==> config.mk <==
export PLATFORM = sky130hd
export DESIGN_NAME = pcfs_core
export DESIGN_NICKNAME = d
export VERILOG_FILES = /design/src/shared/pcfs_pkg.sv /design/src/rtl/pcfs_shadow.sv /design/src/rtl/pcfs_retstack.sv /design/src/rtl/pcfs_core.sv
export SDC_FILE = /design/constraint.sdc
export NUM_CORES = 1
export LEC_CHECK = 0
export BUFFER_PORTS_ARGS = -buffer_cell sky130_fd_sc_hd__buf_2
export CORE_MARGIN = 1
export CORE_UTILIZATION = 45
export CTS_CLUSTER_SIZE = 24
export DETAILED_ROUTE_END_ITERATION = 8
export GPL_TIMING_DRIVEN = 1
export SYNTH_ARGS = -nofsm -noshare
export SYNTH_HDL_FRONTEND = slang
export SYNTH_SLANG_ARGS = --single-unit
==> constraint.sdc <==
create_clock -name mclk -period 11.9 [get_ports mclk]
set_input_delay 2.38 -clock mclk [delete_from_list [all_inputs] [get_ports mclk]]
set_output_delay 2.38 -clock mclk [all_outputs]
set_load 0.01 [all_outputs]
==> src/shared/pcfs_pkg.sv <==
// Package: constants and carriers for the program counter and fast shadow block
package pcfs_pkg;
   localparam int PCFS_PC_W = 21;
   localparam int PCFS_ADDR_W = 4;
   // Register indices on the plain port
   localparam logic [3:0] PCFS_OFF_PCLOW = 4'h0;
   localparam logic [3:0] PCFS_OFF_HLATCH = 4'h1;
   localparam logic [3:0] PCFS_OFF_ULATCH = 4'h2;
   localparam logic [3:0] PCFS_OFF_RETURN_STACK_POINTER = 4'h3;
   localparam logic [3:0] PCFS_OFF_TOPLOW = 4'h4;
   localparam logic [3:0] PCFS_OFF_TOPHIGH = 4'h5;
   localparam logic [3:0] PCFS_OFF_TOPUPPER = 4'h6;
   localparam logic [20:0] PCFS_PC_RESET = 21'h000000;
   localparam logic [7:0] PCFS_HLATCH_RESET = 8'h00;
   localparam logic [4:0] PCFS_ULATCH_RESET = 5'h00;
   localparam logic [20:0] PCFS_VEC_HIGH = 21'h000008;
   localparam logic [20:0] PCFS_VEC_LOW = 21'h000018;
   localparam logic [20:0] PCFS_PC_STEP = 21'h000002;
   localparam int PCFS_STK_DEPTH = 31;

   // Core registers saved by the shadow store
   typedef struct packed {
      logic [7:0] status;
      logic [7:0] working;
      logic [7:0] bank;
   } pcfs_ctx_s;

   // Counter update command from the core sequencer
   typedef enum logic [2:0] {
      PCFS_OP_HOLD = 3'b000,
      PCFS_OP_STEP = 3'b001,
      PCFS_OP_JUMP = 3'b010,
      PCFS_OP_CALL = 3'b011,
      PCFS_OP_RET = 3'b100,
      PCFS_OP_IRQ = 3'b101
   } pcfs_op_e;
endpackage

==> src/rtl/pcfs_shadow.sv <==
// One-deep shadow store for status, working and bank select
`timescale 1ns/1ps
`default_nettype none
module pcfs_shadow
   import pcfs_pkg::*;
(
   input wire logic mclk,
   input wire logic rst_n,
   input wire logic save,
   input wire pcfs_ctx_s ctx_in,
   output pcfs_ctx_s ctx_out
);
   pcfs_ctx_s ctx_reg;
   pcfs_ctx_s ctx_next;

   // Only save loads this store from ctx_in; reset clears it and ctx_out reads it
   always_comb begin
      ctx_next = ctx_reg;
      if (save) begin
         ctx_next = ctx_in;
      end
   end

   always_ff @(posedge mclk or negedge rst_n) begin
      if (!rst_n) begin
         ctx_reg <= '0;
      end else begin
         ctx_reg <= ctx_next;
      end
   end

   assign ctx_out = ctx_reg;
endmodule // pcfs_shadow
`default_nettype wire

==> src/rtl/pcfs_retstack.sv <==
// Hardware return-address stack with pointer
`timescale 1ns/1ps
`default_nettype none
module pcfs_retstack
   import pcfs_pkg::*;
#(
   parameter int DEPTH = PCFS_STK_DEPTH
) (
   input wire logic mclk,
   input wire logic rst_n,
   input wire logic push,
   input wire logic pop,
   input wire logic [20:0] push_addr,
   output logic [20:0] top_addr,
   output logic [4:0] ptr
);
   initial begin
      if (DEPTH < 1 || DEPTH > 31) $error("pcfs_retstack: DEPTH 1..31");
   end
   logic [20:0] mem [1:DEPTH];
   logic [4:0] ptr_reg;
   logic [4:0] ptr_next;

   always_comb begin
      ptr_next = ptr_reg;
      if (push && ptr_reg != 5'(DEPTH)) begin
         ptr_next = ptr_reg + 5'h01;
      end else if (pop && ptr_reg != 5'h00) begin
         ptr_next = ptr_reg - 5'h01;
      end
   end

   always_ff @(posedge mclk or negedge rst_n) begin
      if (!rst_n) begin
         ptr_reg <= 5'h00;
      end else begin
         ptr_reg <= ptr_next;
      end
   end

   always_ff @(posedge mclk) begin
      if (push && ptr_reg != 5'(DEPTH)) begin
         mem[ptr_next] <= push_addr;
      end
   end

   assign top_addr = (ptr_reg == 5'h00) ? 21'h000000 : mem[ptr_reg];
   assign ptr = ptr_reg;
endmodule // pcfs_retstack
`default_nettype wire

==> src/rtl/pcfs_core.sv <==
// Program counter, latch registers, return stack and shadow store
`timescale 1ns/1ps
`default_nettype none
module pcfs_core
   import pcfs_pkg::*;
#(
   parameter int STK_DEPTH = PCFS_STK_DEPTH
) (
   input wire logic mclk,
   input wire logic rst_n,
   input wire logic [3:0] reg_addr,
   input wire logic [7:0] reg_wdata,
   input wire logic reg_wr,
   input wire logic reg_rd,
   output logic [7:0] reg_rdata,
   input wire pcfs_op_e pc_op,
   input wire logic [20:0] pc_target,
   input wire logic fast,
   input wire logic irq_high,
   input wire logic global_high_irq_enable,
   input wire logic global_low_irq_enable,
   input wire pcfs_ctx_s ctx_live,
   output logic ctx_restore,
   output pcfs_ctx_s ctx_restored,
   output logic [20:0] fetch_addr,
   output logic irq_taken
);
   initial begin
      if (STK_DEPTH < 1 || STK_DEPTH > 31) $error("pcfs_core: STK_DEPTH");
   end

   logic [20:0] pc_reg;
   logic [20:0] pc_next;
   logic [7:0] hlatch_reg;
   logic [7:0] hlatch_next;
   logic [4:0] ulatch_reg;
   logic [4:0] ulatch_next;
   logic [7:0] rdata_reg;
   logic [7:0] rdata_next;
   logic restore_reg;
   logic restore_next;
   logic irq_ok;
   logic push;
   logic pop;
   logic shadow_save;
   logic [20:0] top_addr;
   logic [4:0] stk_ptr;

   // Interrupt honoured only when the matching global enable is set
   assign irq_ok = (pc_op == PCFS_OP_IRQ) &&
      (irq_high ? global_high_irq_enable : global_low_irq_enable);
   assign push = irq_ok || (pc_op == PCFS_OP_CALL);
   assign pop = (pc_op == PCFS_OP_RET);
   // Both priorities share the one entry, so nesting clobbers it
   assign shadow_save = irq_ok || (pc_op == PCFS_OP_CALL && fast);

   always_comb begin
      pc_next = pc_reg;
      hlatch_next = hlatch_reg;
      ulatch_next = ulatch_reg;
      rdata_next = 8'h00;
      restore_next = 1'b0;
      case (pc_op)
         PCFS_OP_STEP: pc_next = pc_reg + PCFS_PC_STEP;
         PCFS_OP_JUMP, PCFS_OP_CALL: pc_next = pc_target;
         PCFS_OP_RET: begin
            pc_next = top_addr;
            restore_next = fast;
         end
         PCFS_OP_IRQ: begin
            if (irq_ok) begin
               pc_next = irq_high ? PCFS_VEC_HIGH : PCFS_VEC_LOW;
            end
         end
         default: pc_next = pc_reg;
      endcase
      // Software write wins over the sequencer for the whole counter
      if (reg_wr) begin
         case (reg_addr)
            PCFS_OFF_PCLOW: begin
               pc_next = {ulatch_reg, hlatch_reg, reg_wdata};
            end
            PCFS_OFF_HLATCH: hlatch_next = reg_wdata;
            PCFS_OFF_ULATCH: ulatch_next = reg_wdata[4:0];
            default: ;
         endcase
      end
      if (reg_rd) begin
         case (reg_addr)
            PCFS_OFF_PCLOW: begin
               rdata_next = pc_reg[7:0];
               hlatch_next = pc_reg[15:8];
               ulatch_next = pc_reg[20:16];
            end
            PCFS_OFF_HLATCH: rdata_next = hlatch_reg;
            PCFS_OFF_ULATCH: rdata_next = {3'h0, ulatch_reg};
            PCFS_OFF_RETURN_STACK_POINTER: rdata_next = {3'h0, stk_ptr};
            PCFS_OFF_TOPLOW: rdata_next = top_addr[7:0];
            PCFS_OFF_TOPHIGH: rdata_next = top_addr[15:8];
            PCFS_OFF_TOPUPPER: rdata_next = {3'h0, top_addr[20:16]};
            default: rdata_next = 8'h00;
         endcase
      end
      pc_next[0] = 1'b0;
   end

   always_ff @(posedge mclk or negedge rst_n) begin
      if (!rst_n) begin
         pc_reg <= PCFS_PC_RESET;
         hlatch_reg <= PCFS_HLATCH_RESET;
         ulatch_reg <= PCFS_ULATCH_RESET;
         rdata_reg <= 8'h00;
         restore_reg <= 1'b0;
      end else begin
         pc_reg <= pc_next;
         hlatch_reg <= hlatch_next;
         ulatch_reg <= ulatch_next;
         rdata_reg <= rdata_next;
         restore_reg <= restore_next;
      end
   end

   pcfs_shadow u_shadow (
      .mclk(mclk),
      .rst_n(rst_n),
      .save(shadow_save),
      .ctx_in(ctx_live),
      .ctx_out(ctx_restored)
   );

   pcfs_retstack #(.DEPTH(STK_DEPTH)) u_stack (
      .mclk(mclk),
      .rst_n(rst_n),
      .push(push),
      .pop(pop),
      .push_addr(pc_reg),
      .top_addr(top_addr),
      .ptr(stk_ptr)
   );

   assign reg_rdata = rdata_reg;
   assign fetch_addr = pc_reg;
   assign ctx_restore = restore_reg;
   assign irq_taken = irq_ok;
endmodule // pcfs_core
`default_nettype wire

---- After elaboration in Yosys (flattened, before gate mapping) ----
Memories as Yosys holds them, arrays and structs flattened.
Cells that the tools add are included.
Widths: inputs -> output; s select.
cells by class
  add/subtract/negate cells ............... 3
  eq/ne operators ......................... 12
  mux-type cells .......................... 22
  reduce and logical (&&, ||, !) cells .... 10
operators by type and width
  operator               count
  $mux 21                4
  $pmux 21 s4            1
  $pmux 8 s7             1
  $mux 8                 5
  $mux 5                 7
  $add 21x2->21 const B  1
  $eq 4x3->1 const B     3
  $eq 4x2->1 const B     2
  $eq 3x2->1 const B     2
  $eq 3x3->1 const B     2
  $add 5x1->5 const B    1
  $logic_not 5->1        1
  $ne 5x5->1 const B     1
  $reduce_bool 5->1      1
  $sub 5x1->5 const B    1
  $eq 4x1->1 const B     1
  $logic_and 1x1->1      4
  $logic_not 4->1        1
  $mux 1                 4
  $eq 3x1->1 const B     1
  $logic_or 1x1->1       2
  $reduce_or 2->1        1
storage, ports and cells
  register bits ........................... 71
  memory bits (writable) .................. 620
  bits of input ports ..................... 68
  output and inout bits ................... 55
  logic and storage cells ................. 57
  memories ................................ 1
memory list
  name         words  bits a word  rd ports  clocked after Yosys merged registers in  write ports  RTL line             source
  u_stack.mem  31     20           1         0                                        1            pcfs_retstack.sv:20  logic [20:0] mem [1:DEPTH];

---- Logic depth before layout (Yosys ltp) ----
  word-level depth ........................ 6
  depth in mapped cells ................... 15
  depth with buffers taken out ............ 9

---- Cells and area by module ----
Synthesis repeated with hierarchy kept, for this count alone.
unflattened totals
  cell total of the unflattened synthesis .. 1624
  area total of the unflattened synthesis .. 29573.4 µm²
by module, submodules not included
  module         instances  cells an instance  area an instance (µm²)  sequential area each (µm²)
  pcfs_retstack  1          1207               25485.7                 19673.9
  pcfs_core      1          366                3090.5                  1051.0
  pcfs_shadow    1          51                 997.2                   600.6

---- Worst setup path after synthesis ----
Ideal clock, no wire load.
  kind .................................... input -> output
  start ................................... input pc_op[0]
  end ..................................... output irq_taken
  arrival ................................. 3.137 ns
  required time ........................... 9.520 ns
  setup slack ............................. 6.383 ns
  stages on the path ...................... 3
  path buffers ............................ 1
  cells stage by stage .................... clkbuf_1 -> nand2b_1 -> nor3b_1
between the ends
  cells in the longest elaborated chain, start to end .. 2
ends and longest elaborated chain
  what                RTL line         source
  start: declaration  pcfs_core.sv:16  input wire pcfs_op_e pc_op,
  $eq 3x3->1          pcfs_core.sv:50  assign irq_ok = (pc_op == PCFS_OP_IRQ) &&
  $logic_and 1x1->1   pcfs_core.sv:50
  end: declaration    pcfs_core.sv:26  output logic irq_taken
Every way passes these cells.

---- Final worst setup path ----
  start ................................... input pc_op[1]
  end ..................................... output irq_taken
The elaborated chain is that of the path after synthesis.

==> summary.txt <==
First-pass GRT wire length - 103000 um
DR top layer - met4
DR WL met3 - 4750 um
# fillers - 5027
Final hold violations - 0
CP endpoint kind - output pin
Ys flop type - edfxtp_1
Register area - 20400 um^2
Port-buffer cells - 120
Clock buffer depth - 3
Die W - 252 um
CP most frequent cell - buf_2
Hold Path Depth - 1
Cell area after layout - 32100 um^2
Hold buffer count at cts - 0
Hpwl dp - 42200 um
Die ar. - 63600 um^2
Vias in the first global route - 15587
Most flop-heavy register - u_stack.mem
Flop pwr share - 41.6%
Routed WL - 70900 um
EDFF count, synth - 620
Synth area leaders - edfxtp_1, dfrtp_1, mux4_2
Gate power share - 29.2%
Synth async-reset ratio - 10.3%
Max FFs per register - 620
DRT antenna net count - 0
Final period util - 47.0%
Area share of the largest cell type after synthesis - 66.1%
Initial antenna violation count - 0
Setup Viol. Count Final - 0
Max-cap violation count - 0
Switching Share - 33.4%
CP top delay family - simple AND/OR/NAND/NOR gates
Largest net degree at the start of global routing - 121
Sink Count - 691
Max VDD drop - 224 uV
Remaining DRCs - 0
Layout cells sized above 1 - 23.6%
Die Span Y - 252 um
Slowest stage delay, CP - 0.28 ns
Placed Area - 29800 um^2
Met1 WL - 29800 um
Detailed Routing Iterations Pass 1 - 6
Met2 routed WL - 34100 um
Number of CTS-inserted buffers - 73
Cell Chain, Critical Path - buf_2 -> nand2b_1 -> nor3b_1 -> buf_2
Placement Rows - 91
Clock power share - 29.2%
Int Power - 5.00 mW
Most common cell after layout, fill and taps aside - edfxtp_1
Final min period - 5.59 ns
Critical Path Slowest Stage Cell - nor3b_1
LEAKAGE - 11.1 nW
Setup bufs post-CTS - 0
Vias - 15574
Ports - 123
Max Slew Vio Count - 0
CP required - 9.52 ns
Setup TNS - 0 ns
Area Overhead vs Synth - 14.1%
TritonCTS clock tree - built
Syn nets - 1701
Setup Skew - 0.0243 ns
Critical Path Source - pc_op[1]
RSZ-0062 raised after global routing - no
Post-Synthesis Cells - 1629
Hold Startpoint - u_shadow.ctx_out[20]
Area of the multi-input gates - 7370 um^2
Clk root buf - clkbuf_16
Sw Pwr - 2.50 mW
Post-synthesis sequential area ratio - 72.5%
Final core occ - 52.0%
Routed len/inst - 26.6 um
Crit path DAT - 3.21 ns
GRT overflow - 0
Worst path depth - 4
Crit path max fanout - 10
Worst setup SP type - input pin
WP buf/inv - 2
Post-Syn Area - 28100 um^2
Worst-margin pin slew - 1.19 ns
Reg2reg start - u_stack.ptr[0]
Hold Path Class - reg -> reg
Initial core utilization - 45.6%
Antenna cell count - 0
Core area - 61700 um^2
Most frequent cells in the layout - edfxtp_1, mux2i_1, buf_2, mux4_2, nor2_1
Vias per inst - 5.84
Clk Latency, worst-skew pair - 0.63 ns
Syn Area/Cell - 17.3 um^2
P per Cell Area - 234 nW/um^2
Post_cts resized - 0
Clock transition at path regs - 0.06 ns
CTS HTree Levels - 3
Area leader, netlist - edfxtp_1
Synth Warn # - 0
R2R cell count - 8
Iter 0 DRT Violations - 1482
Yosys cell types - 70
All-Layer GR Usage - 22.5%
Fin nets - 1845
Synthesized flop and latch total - 691
Setup CP Type - in -> out
FMAX - 179 MHz
Placer congestion estimate - 0.878
Status - finished clean
Worst rel slew slack - 20.9%
[through the flow]
| stage | hold slack (ns) | cells | worst slack [ns] | power (mW) |
|---|---|---|---|---|
| 2_1_floorplan | 0.498 | 1629 | 6.38 | 4.59 |
| 3_3_place_gp | 0.483 | 2535 | 5.87 | 5.33 |
| 3_5_place_dp | 0.487 | 2535 | 5.83 | 5.36 |
| 4_1_cts | 0.500 | 2668 | 6.32 | 7.55 |
| 5_1_grt | 0.517 | 2668 | 6.15 | 7.80 |
| 6_report | 0.498 | 2668 | 6.31 | 7.50 |
[cells by family after synthesis]
kind of cell             Yosys count  share of synthesized area [%]
multiplexers                     288                           13.9
AO/OA/AOI/OAI                    251                           6.31
adder cells (fa/ha/maj)            4                          0.178
flip-flops                       691                           72.5
AND/OR/NAND/NOR                  281                           4.78
XOR/XNOR                          12                          0.373
other                              1                         0.0133
buffers and inverters            101                           2.00
[cells in the mapped netlist, types with 13 or more instances]
cell type and count:
nand2_1 45, o22ai_1 15, buf_2 15, mux4_2 78, o21ai_0 17, buf_6 13
nor2_1 108, a221oi_1 33, mux2i_1 168, nand3_1 44, clkbuf_1 47, a31oi_1 16
a22oi_1 44, a21oi_1 43, o21ai_1 19, dfrtp_1 71, edfxtp_1 620, mux2_2 41
[worst register-to-register path, delay by kind of cell, from the launching register on]
family | cells | cell delay [ns]
simple gates | 1 | 0.15
buf+inv | 2 | 1.44
mux | 1 | 0.82
compound gates | 4 | 1.49
flops | 1 | 0.69
[layer usage]
metal	vias to the layer above	GRT usage [%]
met5	-	0
met4	0	7.98
met3	121	4.71
met2	545	35.8
met1	8051	30.7
li1	6857	-
[power by group through the flow]
stage / combinational, mW / sequential [mW] / clock, mW
floorplan: 1.38 / 3.20 / 0
global route: 2.34 / 3.13 / 2.33
detailed placement: 2.20 / 3.17 / 0
finish: 2.19 / 3.12 / 2.19
global placement: 2.17 / 3.16 / 0
CTS: 2.21 / 3.12 / 2.23
[worst paths after layout]
path	end	slack, ns
min in group asynchronous	u_shadow.ctx_out[3]	1.91
max in group asynchronous	u_stack.ptr[2]	9.26
max	irq_taken	6.31
max reg2reg	fetch_addr[2]	7.17
min	u_shadow.ctx_out[20]	0.50
min reg2reg	u_shadow.ctx_out[20]	0.50
[final cells by class]
class                           instances  area share (%)
Sequential cell                       691            63.5
Multi-Input combinational cell        837            23.0
Timing Repair Buffer                  165            2.97
Tap cell                              837            3.26
Inverter                                5          0.0584
Clock buffer                           93            6.08
Clock inverter                         40            1.15
No activity file was read; power rests on OpenSTA's default activity.
